### src/hw/irq_reset_pkg.sv
/*
  Shared constants and carrier types for the interrupt and reset control block.
  Assumes a 10 MHz core clock and an 11-bit program address made of page and in-page word.
*/
package irq_reset_pkg;
  // program address layout
  localparam int unsigned PAGE_W  = 5;
  localparam int unsigned WORD_W  = 6;
  localparam int unsigned PC_W    = PAGE_W + WORD_W;
  localparam int unsigned STACK_DEPTH = 3;
  localparam int unsigned S_PORT_W    = 8;
  localparam int unsigned D_PORT_W    = 11;

  // fixed addresses
  localparam logic [PAGE_W-1:0] IRQ_PAGE   = 5'h0c;
  localparam logic [WORD_W-1:0] IRQ_WORD   = 6'h00;
  localparam logic [PC_W-1:0]   RESET_PC   = 11'h000;
  localparam logic [PC_W-1:0]   IRQ_VECTOR = {IRQ_PAGE, IRQ_WORD};

  // values after reset
  localparam logic                RESET_FLAG = 1'h0;
  localparam logic                RESET_ARM  = 1'h1;
  localparam logic                RESET_CPS  = 1'h0;
  localparam logic [S_PORT_W-1:0] RESET_S    = 8'h00;
  localparam logic [D_PORT_W-1:0] RESET_D    = 11'h000;

  // reference-input hold time before the alternative reset arms
  localparam int unsigned CLK_HZ       = 10_000_000;
  localparam int unsigned REF_HOLD_MS  = 50;
  localparam int unsigned REF_HOLD_CYC = (REF_HOLD_MS * (CLK_HZ / 1000));

  // one return stack level: address plus both skip flags
  typedef struct packed {
    logic [PC_W-1:0] pc;
    logic            skip;
    logic            chain;
  } stack_entry_t;

  // per-cycle commands from the instruction decoder
  typedef struct packed {
    logic                boundary;   // last state of the machine cycle
    logic                inc_pc;     // normal sequential advance
    logic                jump;       // load target
    logic                call;       // push and load target
    logic                ret;        // pop
    logic                return_from_irq_instr;        // pop, flag untouched
    logic                ext_branch; // branch form that extends execution
    logic                set_irq;    // write 1 to the accept flag
    logic                mask_irq;   // write 0 to the accept flag
    logic                arm_high;   // arm-on-high instruction
    logic                cps_set;
    logic                cps_clr;
    logic                s_write;
    logic                d_write;
    logic                skip;       // skip condition of this instruction
    logic                chain;      // chained skip condition
    logic [PC_W-1:0]     target;
    logic [S_PORT_W-1:0] s_data;
    logic [D_PORT_W-1:0] d_data;
  } core_cmd_t;
endpackage

### src/hw/return_stack.sv
/*
  Shift-register return stack of a few levels; level 0 is the top and is a register.
  Assumes push and pop come from one decoder and are not both meant at once.
*/
module return_stack #(
  parameter int unsigned W     = 13,
  parameter int unsigned DEPTH = 3
) (
  // clock and reset
  input  wire logic         clock,
  input  wire logic         nrst,
  // stack operations
  input  wire logic         push,
  input  wire logic         pop,
  input  wire logic [W-1:0] push_data,
  output logic      [W-1:0] top_data
);
  logic [W-1:0] level_reg  [DEPTH];
  logic [W-1:0] level_next [DEPTH];

  // a push beyond the depth drops the oldest level, as the silicon does
  always_comb begin
    for (int i = 0; i < DEPTH; i++) begin
      level_next[i] = level_reg[i];
    end
    if (push) begin
      level_next[0] = push_data;
      for (int i = 1; i < DEPTH; i++) begin
        level_next[i] = level_reg[i-1];
      end
    end else if (pop) begin
      for (int i = 0; i < DEPTH - 1; i++) begin
        level_next[i] = level_reg[i+1];
      end
    end
  end

  always_ff @(posedge clock or negedge nrst) begin
    if (!nrst) begin
      for (int i = 0; i < DEPTH; i++) begin
        level_reg[i] <= '0;
      end
    end else begin
      for (int i = 0; i < DEPTH; i++) begin
        level_reg[i] <= level_next[i];
      end
    end
  end

  assign top_data = level_reg[0];
endmodule // return_stack

### src/hw/interrupt_and_reset_control.sv
/*
  Interrupt acceptance, program counter with return stack and skip flags,
  and reset initialisation of a small 4-bit controller.
  Assumes the decoder drives one command word per clock and marks the last state of each machine cycle.
*/
module interrupt_and_reset_control #(
  parameter int unsigned HOLD_CYC = irq_reset_pkg::REF_HOLD_CYC
) (
  // clock and power-on reset
  input  wire logic                                  clock,
  input  wire logic                                  nrst,
  // external pins
  input  wire logic                                  irq_pin,
  input  wire logic                                  ref_high,
  // decoder commands
  input  wire irq_reset_pkg::core_cmd_t              cmd,
  // core state
  output logic        [irq_reset_pkg::PC_W-1:0]      pc_reg,
  output logic                                       irq_accept_flag,
  output logic                                       irq_taken_reg,
  output logic                                       skip_flag_reg,
  output logic                                       chain_flag_reg,
  output logic                                       pointer_carry_selector,
  output logic                                       core_reset_reg,
  // output ports
  output logic        [irq_reset_pkg::S_PORT_W-1:0]  s_port_reg,
  output logic        [irq_reset_pkg::D_PORT_W-1:0]  d_port_reg
);
  localparam int unsigned CNT_W = $clog2(HOLD_CYC + 2);
  localparam logic [CNT_W-1:0] HOLD_LIMIT = CNT_W'(HOLD_CYC);

  // request synchroniser and edge history
  logic irq_s1_reg, irq_s2_reg, irq_q_reg;
  logic irq_rise;

  always_ff @(posedge clock or negedge nrst) begin
    if (!nrst) begin
      irq_s1_reg <= 1'h0;
      irq_s2_reg <= 1'h0;
      irq_q_reg  <= 1'h0;
    end else begin
      irq_s1_reg <= irq_pin;
      irq_s2_reg <= irq_s1_reg;
      irq_q_reg  <= irq_s2_reg;
    end
  end
  assign irq_rise = irq_s2_reg & ~irq_q_reg;

  // alternative reset: count while reference is high, hold core until it falls
  logic [CNT_W-1:0] ref_cnt_reg, ref_cnt_next;
  logic             core_reset_next;

  always_comb begin
    ref_cnt_next    = ref_cnt_reg;
    core_reset_next = core_reset_reg;
    if (!ref_high) begin
      ref_cnt_next    = '0;
      core_reset_next = 1'h0;     // start from address 0 on the fall
    end else if (ref_cnt_reg > HOLD_LIMIT) begin
      core_reset_next = 1'h1;     // strictly more than the hold time
    end else begin
      ref_cnt_next = ref_cnt_reg + CNT_W'(1);
    end
  end

  always_ff @(posedge clock or negedge nrst) begin
    if (!nrst) begin
      ref_cnt_reg    <= '0;
      core_reset_reg <= 1'h0;
    end else begin
      ref_cnt_reg    <= ref_cnt_next;
      core_reset_reg <= core_reset_next;
    end
  end

  // return stack
  irq_reset_pkg::stack_entry_t push_entry, top_entry;
  logic                        push, pop;

  return_stack #(
    .W     ($bits(irq_reset_pkg::stack_entry_t)),
    .DEPTH (irq_reset_pkg::STACK_DEPTH)
  ) u_stack (
    .clock     (clock),
    .nrst      (nrst),
    .push      (push),
    .pop       (pop),
    .push_data (push_entry),
    .top_data  (top_entry)
  );

  // core control state
  logic [irq_reset_pkg::PC_W-1:0]     pc_next;
  logic                               flag_next, arm_reg, arm_next, take;
  logic                               skip_next, chain_next, cps_next;
  logic [irq_reset_pkg::S_PORT_W-1:0] s_next;
  logic [irq_reset_pkg::D_PORT_W-1:0] d_next;
  logic                               pc_busy;

  // a boundary that already moves the pc defers the request by one instruction
  assign pc_busy = cmd.jump | cmd.call | cmd.ret | cmd.return_from_irq_instr | cmd.ext_branch;
  assign take    = cmd.boundary & irq_accept_flag & irq_s2_reg & ~pc_busy & ~core_reset_reg;

  always_comb begin
    pc_next    = pc_reg;
    flag_next  = irq_accept_flag;
    arm_next   = arm_reg;
    skip_next  = skip_flag_reg;
    chain_next = chain_flag_reg;
    cps_next   = pointer_carry_selector;
    s_next     = s_port_reg;
    d_next     = d_port_reg;
    push       = 1'h0;
    pop        = 1'h0;
    push_entry = '{pc: pc_reg, skip: skip_flag_reg, chain: chain_flag_reg};
    if (core_reset_reg) begin
      pc_next    = irq_reset_pkg::RESET_PC;
      flag_next  = irq_reset_pkg::RESET_FLAG;
      arm_next   = irq_reset_pkg::RESET_ARM;
      skip_next  = 1'h0;
      chain_next = 1'h0;
      cps_next   = irq_reset_pkg::RESET_CPS;
      s_next     = irq_reset_pkg::RESET_S;
      d_next     = irq_reset_pkg::RESET_D;
    end else begin
      // enable on a rising line once armed; a line held high never qualifies
      if (arm_reg && irq_rise) begin
        flag_next = 1'h1;
        arm_next  = 1'h0;
      end
      if (cmd.arm_high) begin
        arm_next = 1'h1;
      end
      if (cmd.set_irq) begin
        flag_next = 1'h1;
      end
      if (cmd.mask_irq) begin
        flag_next = 1'h0;
        arm_next  = 1'h0;
      end
      if (cmd.cps_set) begin
        cps_next = 1'h1;
      end else if (cmd.cps_clr) begin
        cps_next = 1'h0;
      end
      if (cmd.s_write) begin
        s_next = cmd.s_data;
      end
      if (cmd.d_write) begin
        d_next = cmd.d_data;
      end
      if (take) begin
        // entry stacks the unincremented address and the pending skips
        push       = 1'h1;
        pc_next    = irq_reset_pkg::IRQ_VECTOR;
        flag_next  = 1'h0;
        skip_next  = 1'h0;
        chain_next = 1'h0;
      end else if (cmd.boundary) begin
        skip_next  = cmd.skip;
        chain_next = cmd.chain;
        if (cmd.call) begin
          push    = 1'h1;
          pc_next = cmd.target;
          skip_next  = 1'h0;
          chain_next = 1'h0;
        end else if (cmd.ret || cmd.return_from_irq_instr) begin
          pop        = 1'h1;
          pc_next    = top_entry.pc;
          skip_next  = top_entry.skip;
          chain_next = top_entry.chain;
        end else if (cmd.jump) begin
          pc_next = cmd.target;
        end else if (cmd.inc_pc) begin
          // only the in-page word advances; it wraps inside the page
          pc_next[irq_reset_pkg::WORD_W-1:0] = pc_reg[irq_reset_pkg::WORD_W-1:0] + irq_reset_pkg::WORD_W'(1);
        end
      end
    end
  end

  always_ff @(posedge clock or negedge nrst) begin
    if (!nrst) begin
      pc_reg                 <= irq_reset_pkg::RESET_PC;
      irq_accept_flag        <= irq_reset_pkg::RESET_FLAG;
      arm_reg                <= irq_reset_pkg::RESET_ARM;
      irq_taken_reg          <= 1'h0;
      skip_flag_reg          <= 1'h0;
      chain_flag_reg         <= 1'h0;
      pointer_carry_selector <= irq_reset_pkg::RESET_CPS;
      s_port_reg             <= irq_reset_pkg::RESET_S;
      d_port_reg             <= irq_reset_pkg::RESET_D;
    end else begin
      pc_reg                 <= pc_next;
      irq_accept_flag        <= flag_next;
      arm_reg                <= arm_next;
      irq_taken_reg          <= take;
      skip_flag_reg          <= skip_next;
      chain_flag_reg         <= chain_next;
      pointer_carry_selector <= cps_next;
      s_port_reg             <= s_next;
      d_port_reg             <= d_next;
    end
  end

  // checks
  property p_entry_vector;
    @(posedge clock) disable iff (!nrst)
    take |=> (pc_reg == irq_reset_pkg::IRQ_VECTOR) && !irq_accept_flag && irq_taken_reg;
  endproperty
  a_entry_vector: assert property (p_entry_vector) else $error("entry missed vector or kept flag");

  property p_entry_push;
    @(posedge clock) disable iff (!nrst)
    take |=> (top_entry.pc == $past(pc_reg)) && (top_entry.skip == $past(skip_flag_reg));
  endproperty
  a_entry_push: assert property (p_entry_push) else $error("entry did not stack address and skip");

  property p_rti_keeps_off;
    @(posedge clock) disable iff (!nrst)
    (cmd.boundary && cmd.return_from_irq_instr && !irq_accept_flag && !cmd.set_irq && !arm_reg && !core_reset_reg)
      |=> !irq_accept_flag && (pc_reg == $past(top_entry.pc));
  endproperty
  a_rti_keeps_off: assert property (p_rti_keeps_off) else $error("return from interrupt altered flag");

  property p_high_not_enough;
    @(posedge clock) disable iff (!nrst)
    (arm_reg && !irq_accept_flag && irq_q_reg && !cmd.set_irq && !core_reset_reg) |=> !irq_accept_flag;
  endproperty
  a_high_not_enough: assert property (p_high_not_enough) else $error("enabled without low-then-high");

  property p_rise_enables;
    @(posedge clock) disable iff (!nrst)
    (arm_reg && irq_rise && !cmd.mask_irq && !cmd.arm_high && !take && !core_reset_reg)
      |=> irq_accept_flag && !arm_reg;
  endproperty
  a_rise_enables: assert property (p_rise_enables) else $error("armed rise did not enable");

  property p_skip_cleared;
    @(posedge clock) disable iff (!nrst)
    take |=> !skip_flag_reg && !chain_flag_reg && (top_entry.chain == $past(chain_flag_reg));
  endproperty
  a_skip_cleared: assert property (p_skip_cleared) else $error("skip flags not stacked on entry");

  property p_core_reset_init;
    @(posedge clock) disable iff (!nrst)
    core_reset_reg |=> (pc_reg == irq_reset_pkg::RESET_PC) && !irq_accept_flag && (s_port_reg == '0)
      && (d_port_reg == '0) && !pointer_carry_selector;
  endproperty
  a_core_reset_init: assert property (p_core_reset_init) else $error("reset state not reached");

  property p_ref_hold;
    @(posedge clock) disable iff (!nrst)
    (ref_high && (ref_cnt_reg > HOLD_LIMIT)) |=> core_reset_reg ##1 (!ref_high || core_reset_reg);
  endproperty
  a_ref_hold: assert property (p_ref_hold) else $error("long reference hold gave no reset");

  property p_boundary_only;
    @(posedge clock) disable iff (!nrst)
    irq_taken_reg |-> $past(cmd.boundary) && !$past(cmd.ext_branch) && $past(irq_s2_reg);
  endproperty
  a_boundary_only: assert property (p_boundary_only) else $error("entry off a boundary");
endmodule // interrupt_and_reset_control

### config.mk
export PLATFORM = sky130hd
export DESIGN_NAME = interrupt_and_reset_control
export DESIGN_NICKNAME = d
export VERILOG_FILES = /design/src/hw/irq_reset_pkg.sv /design/src/hw/return_stack.sv /design/src/hw/interrupt_and_reset_control.sv
export SDC_FILE = /design/constraint.sdc
export NUM_CORES = 1
export LEC_CHECK = 0
export BUFFER_PORTS_ARGS = -buffer_cell sky130_fd_sc_hd__buf_2
export CORE_UTILIZATION = 50
export CTS_CLUSTER_DIAMETER = 50
export DETAILED_ROUTE_END_ITERATION = 7
export PLACE_DENSITY = 0.76
export SLEW_MARGIN = 20
export SYNTH_ARGS = -nofsm -noshare
export SYNTH_HDL_FRONTEND = slang
export SYNTH_SLANG_ARGS = --single-unit
export TNS_END_PERCENT = 30
### constraint.sdc
create_clock -name clock -period 1.9 [get_ports clock]
set_input_delay 0.095 -clock clock [delete_from_list [all_inputs] [get_ports clock]]
set_output_delay 0.095 -clock clock [all_outputs]
set_load 0.005 [all_outputs]
# Yosys cells after proc, flatten, opt, wreduce, memory -nomap -nowiden
# Index checks and enable logic that the tools add are counted.
[word_totals]
reg_bits = 98
in_bits = 50
out_inout_bits = 36
elab_cells = 97
[op_classes]
n_addsub = 2
n_lt_le_gt_ge = 1
eq_ne = 2
n_mux = 49
bitwise_logic = 12
reduce_logical = 13
[op_table]
columns = ["op", "n"]
rows = [
  ["$mux W11", 7],
  ["$mux W26", 2],
  ["$mux W19", 2],
  ["$mux W1", 33],
  ["$add A19 B1 Y19 const B", 1],
  ["$gt A19 B19 Y1 const B", 1],
  ["$mux W8", 2],
  ["$mux W6", 2],
  ["$reduce_bool A5 Y1", 2],
  ["$add A6 B1 Y6 const B", 1],
  ["$reduce_bool A2 Y1", 3],
  ["$reduce_bool A3 Y1", 2],
  ["$reduce_bool A6 Y1", 1],
  ["$and A1 B1 Y1", 5],
  ["$mux W5", 1],
  ["$or A1 B1 Y1", 4],
  ["$reduce_and A2 Y1", 2],
  ["$reduce_bool A4 Y1", 1],
  ["$not A1 Y1", 3],
  ["$ne A2 B1 Y1 const B", 1],
  ["$ne A2 B2 Y1 const B", 1],
  ["$logic_and A1 B1 Y1", 1],
  ["$logic_or A1 B1 Y1", 1],
]

# Longest topological paths before layout
# Gate-level depths: netlist of run 1.
[logic_depth]
word_depth = 11
mapped_depth = 8
ltp_nobuf = 6

# Hierarchy
# Synthesis of run 1 repeated with hierarchy kept, for this count alone.
[unflattened]
hier_cells = 453
hier_area_um2 = 4713.3
[modules_own_cells]
columns = ["module", "instances", "cells_per_inst", "area_each_um2", "seq_area_each_um2"]
rows = [
  ["interrupt_and_reset_control", 1, 300, 2916.5, 1477.7],
  ["return_stack", 1, 153, 1796.7, 975.9],
]

# Worst setup path before layout of run 1
# OpenSTA, ideal clock, no wires.
[synth_timing]
kind = "register to register"
from = "register ref_cnt_reg[14]"
to = "register ref_cnt_reg[14]"
setup_ns = 0.136
arrival_ns = 1.791
t_required_ns = 1.764
slack_ns = -0.027
path_stages_with_launch = 7
n_path_buf = 2
synth_period_minus_slack_ns = 1.927
cell_sequence = "dfrtp_1 or4_1 o31a_1 buf_2 clkbuf_1 o21ai_0 a21oi_1"
[synth_between]
elab_chain_len = 3
elab_cells_between_ends = 5
classes_between = "add/sub: 1; order compare: 1; eq/ne: 1; mux: 2"
[synth_rtl]
columns = ["element", "line", "rtl"]
rows = [
  ["start, declared", "interrupt_and_reset_control.sv:50", "logic [CNT_W-1:0] ref_cnt_reg, ref_cnt_next;"],
  ["start signal, assigned", "interrupt_and_reset_control.sv:71", "ref_cnt_reg <= ref_cnt_next;"],
  ["$add A19 B1 Y19", "interrupt_and_reset_control.sv:62", "ref_cnt_next = ref_cnt_reg + CNT_W'(1);"],
  ["$mux W19", "interrupt_and_reset_control.sv:59", "end else if (ref_cnt_reg > HOLD_LIMIT) begin"],
  ["$mux W19", "interrupt_and_reset_control.sv:56", "if (!ref_high) begin"],
]
# Parallel ways exist; a longest one is shown, timed or not. The select of a mux whose other input is x is not followed.
# A chain may end at the register's enable or synchronous reset.

# Worst setup path in the final report of run 1
[layout_timing]
from = "register ref_cnt_reg[3]"
to = "register ref_cnt_reg[7]"
# The elaborated chain is that of the path after synthesis.

==> results.py, run 1 <==
metrics = {
    "run_status": {
        "status": "finished, violations left",
        "violations": "setup timing",
    },
    "grt": {
        "antenna_found_initial": 0,
        "grt_usage": 0.2284,
        "grt_pass1_wl_mm": 17.60,
        "gr-total-overflow": 0,
        "grt_pass1_vias": 3867,
        "grt_max_degree": 66,
    },
    "timing": {
        "relSlewSlack": 0.6251,
        "period_needed_ns": 2.074,
        "tightest_slew_ns": 0.5617,
        "hold_viol_final": 0,
        "drv_slew": 0,
        "finalCritPeriodShare": 1.092,
        "rsz0062_at_grt": "yes",
        "setup_viol": 14,
        "setup_ws_ns": -0.1740,
        "fin_worst_skew_ns": 0.01764,
        "fmax_mhz": 482.2,
        "whs_ns": 0.01303,
    },
    "setup_path": {
        "crit_chain": "nor4b_4, a41oi_2, o31a_4, or4_1, a21oi_1",
        "start_kind": "flip-flop",
        "crit_buf_inv": 0,
        "crit_slowest_cell": "or4_1",
        "reg2reg_from": "ref_cnt_reg[3]",
        "worstPathMaxFanout": 8,
        "worstPathRequired_ns": 2.19,
        "crit_family": "simple AND/OR/NAND/NOR gates",
        "path_class": "reg2reg",
        "end_kind": "flip-flop",
        "crit_start": "ref_cnt_reg[3]",
        "critPathMaxStageDelay_ns": 0.53,
        "cp.arrival_ns": 2.36,
    },
    "floorplan": {
        "rows": 34,
        "start_util": 0.5196,
        "io_pins": 86,
        "die_area_sq_mm": 0.009492,
        "die_w_um": 97.43,
        "die_h_um": 97.43,
        "core_area_sq_mm": 0.008763,
    },
    "place": {
        "place_congestion": 0.8197,
        "placedCellCount": 642,
        "hpwlAfterDp_mm": 6.971,
        "io_buffers": 85,
        "dpl_cell_area_sq_mm": 0.005338,
    },
    "finish": {
        "final_design_area_no_fill_sq_mm": 0.005949,
        "utilization": 0.6789,
        "syn2layout_area_growth_pct": 30.67,
        "finalNonFillerCells": 688,
        "antenna_cells": 0,
        "nNetsFinal": 628,
        "fillers": 673,
        "drive_gt1_frac": 0.2983,
        "largest_reg_flops": 26,
    },
    "clocking": {
        "cts_buffers": 9,
        "clock-sinks": 98,
        "htree_num_levels": 3,
        "cts_tree": "done",
        "worst_skew_pair.late_latency_ns": 0.37,
        "path_clk_slew_ns": 0.10,
        "clockBufferDepth": 2,
        "cts_root_buf": "clkbuf_8",
    },
    "hold_path": {
        "hold_path_class": "in2reg",
        "min-delay-start": "cmd[23]",
    },
    "logic_synthesis": {
        "netlist.area_leader.share": 0.5331,
        "synth_async_sr_flop_share": 1.000,
        "avgSynthCellArea_sq_um": 10.44,
        "yosysTopAreaCell": "dfrtp_1",
        "syn_area_sq_mm": 0.004553,
        "syn_nets": 489,
        "ys_seq_elements": 98,
        "synth_area_leaders": "dfrtp_1, mux2i_1, a21oi_1, nor2_1, mux2_2",
        "synthCells": 436,
        "yosysWarnings": 0,
        "synth_top_flop_cell": "dfrtp_1",
        "synth_edf_count": 0,
        "ys_seq_area_frac": 0.5389,
        "synth_cell_types": 41,
    },
    "power": {
        "power_switching_w": 0.001431,
        "clkPwrFrac": 0.276,
        "p_seq_frac": 0.541,
        "power_w": 0.004989,
        "internal_power_w": 0.003558,
        "power_density_mw_per_mm2": 838.5,
        "pwr-share-comb": 0.183,
        "power.leakage_nw": 2.670,
        "power_switching_share": 0.2869,
        "ir_worst_vdd_mv": 0.4630,
    },
    "routing": {
        "wl_met1_mm": 4.836,
        "wl_mm": 10.78,
        "vias": 3820,
        "drcViolationCount": 0,
        "top_layer": "met4",
        "wl_per_cell_um": 15.66,
        "ant_nets": 0,
        "drt_iter0_markers": 166,
        "met2_length_mm": 5.406,
        "vias_per_cell": 5.552,
        "met3_wirelength_um": 353,
        "dr.pass1.iters": 4,
    },
    "run": {
        "maxCapViolCount": 0,
    },
}
-- area by class of cell --
cell class                      count  area [sq um]  area share
Sequential cell                    98          2454      0.4124
Multi-Input combinational cell    308          2087      0.3508
Timing Repair Buffer              151          1047      0.1760
Tap cell                          108         135.1     0.02271
Clock buffer                        9         123.9     0.02082
Clock inverter                      7         76.32     0.01283
Inverter                            7         26.28    0.004416
-- cells in the final DEF, fill, tap and decap left out, types with 2 or more instances in the layout --
cell           instances
o21bai_1               2
inv_6                  2
nand2_1               21
clkinvlp_4             2
a21oi_1               51
and3_1                 3
o41ai_1                2
nand4_1                5
mux2_2                15
o21ai_0               15
o31ai_1                7
xnor2_1                3
a21oi_2                3
or3_4                  2
nor4_1                 3
and4_1                 2
nand2b_1               4
clkbuf_8               9
xor2_1                 2
nor2_1                63
nor3_1                 2
o31ai_2                2
or3_1                  8
dlygate4sd3_1         27
ha_1                   3
nand3_1               10
o21a_1                 2
a311oi_1               4
inv_1                  7
buf_12                 3
buf_4                 34
buf_2                 85
or4_1                  3
dfrtp_1               97
mux2i_1               52
-- worst min-delay path: stages --
cell and delay (ns):
buf_2 0.09, nor2_1 0.09, o41ai_1 0.07
-- synth_stat cells (4+ instances only) --
cell type  instances
or3_1             10
inv_1              7
nand3_1           10
or4_1              4
nor2_1            64
nand2b_1           4
nor4_1             4
nand4_1            5
buf_2              6
dfrtp_1           97
o21ai_0           16
clkbuf_1          14
o31ai_1            9
mux2i_1           52
mux2_2            15
nand2_1           21
a311oi_1           4
a21oi_1           54
-- power groups by stage --
stage	clock network (W)	registers (W)	logic, W
after global placement	0	0.00271	0.000829
after CTS	0.00141	0.00270	0.000916
after detailed placement	0	0.00274	0.000868
final	0.00138	0.00270	0.000912
after global routing	0.00149	0.00274	0.00102
after floorplan	0	0.00268	0.000541
-- metrics by stage --
stage | worst slack (ns) | TNS (ns)
floorplan | 0.03135 | 0
global placement | -0.1315 | -1.309
finish | -0.1740 | -1.718
CTS | -0.1439 | -1.467
global route | -0.2227 | -2.814
detailed placement | -0.2027 | -1.898
-- path summary, 6_finish.rpt --
kind,slack [ns],cells past startpoint,end
worst max-delay path,-0.17,5,ref_cnt_reg[7]
worst min-delay path,0.01,3,pc_reg[4]
worst max register to register,-0.17,5,ref_cnt_reg[7]
worst min register to register,0.36,0,irq_s2_reg
max in group asynchronous,1.22,3,u_stack.level_reg[2]
min in group asynchronous,0.07,2,d_port_reg[8]
-- timing repair --
action | in CTS | in global routing
pin swaps | 18 | 5
endpoints found under the hold margin | 121 | 0
setup endpoints to repair | 15 | 17
resized for setup | 4 | 17
hold buffers | 27 | 0
setup buffers | 1 | 0
cloned | 1 | 1
-- cells by family (layout without fill, tap and decap cells) --
kind of cell / count (synthesis) / after routing / share of synthesized area
multiplexers: 67 / 67 / 0.1514
AND/OR/NAND/NOR: 136 / 136 / 0.1413
buffers and inverters: 30 / 174 / 0.02638
AO/OA/AOI/OAI: 97 / 97 / 0.1242
adder cells (fa/ha/maj): 3 / 3 / 0.008245
XOR/XNOR: 5 / 5 / 0.009620
flip-flops: 98 / 98 / 0.5389
-- layer usage --
layer | track usage | vias to the layer above
met4 | 0.09163 | 0
met1 | 0.2956 | 1877
li1 | - | 1841
met2 | 0.3873 | 88
met5 | 0 | -
met3 | 0.03237 | 14
No activity file was read; power rests on OpenSTA's default activity.
==> run 2: changes to the inputs <==
- CORE_UTILIZATION: 50 -> 46
- PLACE_DENSITY: 0.76 -> 0.71
==> run 2 against run 1 <==
The run still ends with setup timing left; clock skew shrank 0.0081 ns; design area down 2.3%; sequential power about the same; combinational power down 2.4%; clock power decreased by 9%; die area increased by 8.5%.
==> results.py, run 2 (synthesis results as in run 1) <==
metrics = {
    "run_status": {
        "status": "finished, violations left",
        "violations": "setup timing",
    },
    "floorplan": {
        "rows": 35,
        "start_util": 0.4836,
        "die_w_um": 101.5,
        "core_area_sq_mm": 0.009415,
        "io_pins": 86,
        "die_h_um": 101.5,
        "die_area_sq_mm": 0.01030,
    },
    "setup_path": {
        "path_class": "reg2reg",
        "end_kind": "flip-flop",
        "reg2reg_from": "ref_cnt_reg[14]",
        "crit_start": "ref_cnt_reg[14]",
        "start_kind": "flip-flop",
        "cp.arrival_ns": 2.23,
        "worstPathRequired_ns": 2.12,
        "worstPathMaxFanout": 6,
    },
    "timing": {
        "rsz0062_at_grt": "yes",
        "finalCritPeriodShare": 1.058,
        "fin_setup_tns_ns": -1.021,
        "drv_slew": 0,
        "relSlewSlack": 0.6421,
        "setup_ws_ns": -0.1097,
        "tightest_slew_ns": 0.5328,
        "fin_worst_skew_ns": 0.009519,
        "period_needed_ns": 2.010,
        "fmax_mhz": 497.6,
        "hold_viol_final": 0,
        "setup_viol": 13,
    },
    "routing": {
        "met3_wirelength_um": 413,
        "drcViolationCount": 0,
        "vias": 3728,
        "top_layer": "met4",
        "vias_per_cell": 5.295,
        "wl_met1_mm": 4.741,
        "met2_length_mm": 4.905,
        "ant_nets": 0,
        "wl_per_cell_um": 14.42,
        "dr.pass1.iters": 4,
        "drt_iter0_markers": 188,
        "wl_mm": 10.16,
    },
    "clocking": {
        "htree_num_levels": 3,
        "clockBufferDepth": 2,
        "cts_buffers": 9,
        "cts_root_buf": "clkbuf_8",
        "path_clk_slew_ns": 0.10,
        "cts_tree": "done",
        "clock-sinks": 98,
        "worst_skew_pair.late_latency_ns": 0.36,
        "postCtsSetupBuffers": 0,
    },
    "finish": {
        "layout_common_cells": "dfrtp_1, buf_2, nor2_1",
        "fillers": 777,
        "nNetsFinal": 623,
        "drive_gt1_frac": 0.2817,
        "final-seq-area_sq_mm": 0.002454,
        "largest_reg_flops": 26,
        "layout_commonest_cell": "dfrtp_1",
        "final_design_area_no_fill_sq_mm": 0.005813,
        "multi_input_area_sq_mm": 0.002007,
        "antenna_cells": 0,
        "finalNonFillerCells": 704,
        "syn2layout_area_growth_pct": 27.67,
        "utilization": 0.6174,
    },
    "place": {
        "io_buffers": 85,
        "dpl_cell_area_sq_mm": 0.005379,
        "place_congestion": 0.8694,
        "hpwlAfterDp_mm": 7.048,
        "placedCellCount": 665,
    },
    "power": {
        "power_density_mw_per_mm2": 834.5,
        "power_w": 0.004851,
        "ir_worst_vdd_mv": 0.4033,
        "power.leakage_nw": 2.627,
    },
    "hold_path": {
        "min-delay-start": "cmd[8]",
        "hold_path_class": "in2reg",
    },
    "grt": {
        "grt_pass1_wl_mm": 16.63,
        "antenna_found_initial": 0,
        "grt_max_degree": 51,
        "grt_usage": 0.2078,
        "grt_pass1_vias": 3625,
        "gr-total-overflow": 0,
    },
    "run": {
        "maxCapViolCount": 0,
    },
}
[run 2: routing by layer]
metal  up-vias  GRT usage
li1       1827          -
met1      1792     0.2761
met2       102     0.3501
met3         7    0.03520
met4         0    0.06355
met5         -          0
[run 2: path summary, 6_finish.rpt]
path                             endpoint  slack (ns)  cells after the start
min in group asynchronous       pc_reg[3]        0.22                      2
max reg2reg                ref_cnt_reg[3]       -0.11                      6
min reg2reg                    irq_s2_reg        0.36                      0
min                         d_port_reg[8]        0.01                      3
max                        ref_cnt_reg[3]       -0.11                      6
max in group asynchronous  ref_cnt_reg[2]        0.99                      3
[run 2: final cells by class]
type / instances / area share
Sequential cell: 98 / 0.4221
Clock buffer: 9 / 0.02131
Tap cell: 129 / 0.02777
Inverter: 7 / 0.004520
Timing Repair Buffer: 146 / 0.1687
Clock inverter: 7 / 0.01033
Multi-Input combinational cell: 308 / 0.3452
[run 2: stage by stage]
step | hold slack [ns] | setup WS (ns)
CTS | 0.001627 | -0.09153
finish | 0.009652 | -0.1097
floorplan | -0.2006 | 0.03135
global placement | 0.08100 | -0.08256
detailed placement | 0.08247 | -0.1234
global route | 0.003922 | -0.1860
[run 2: critical path, cell delays in order (launching register included)]
cell and delay [ns]:
dfrtp_1 0.39, or4_1 0.51, o31a_1 0.33, buf_4 0.18, buf_4 0.13, o21ai_0 0.24, a21oi_2 0.09
[run 2: power by group]
group	leakage, nW	internal, W	switching [W]
Combinational	1.38	0.000488	0.000402
Sequential	1.16	0.00244	0.000256
Clock	0.0844	0.000496	0.000764
[run 2: what timing repair did]
| item | in CTS | in global routing |
|---|---|---|
| resized for setup | 3 | 1 |
| hold endpoints to repair | 57 | 0 |
| gates cloned | 0 | 0 |
| pin swaps | 1 | 0 |
| hold buffers | 23 | 0 |
| endpoints found under the setup margin | 15 | 17 |
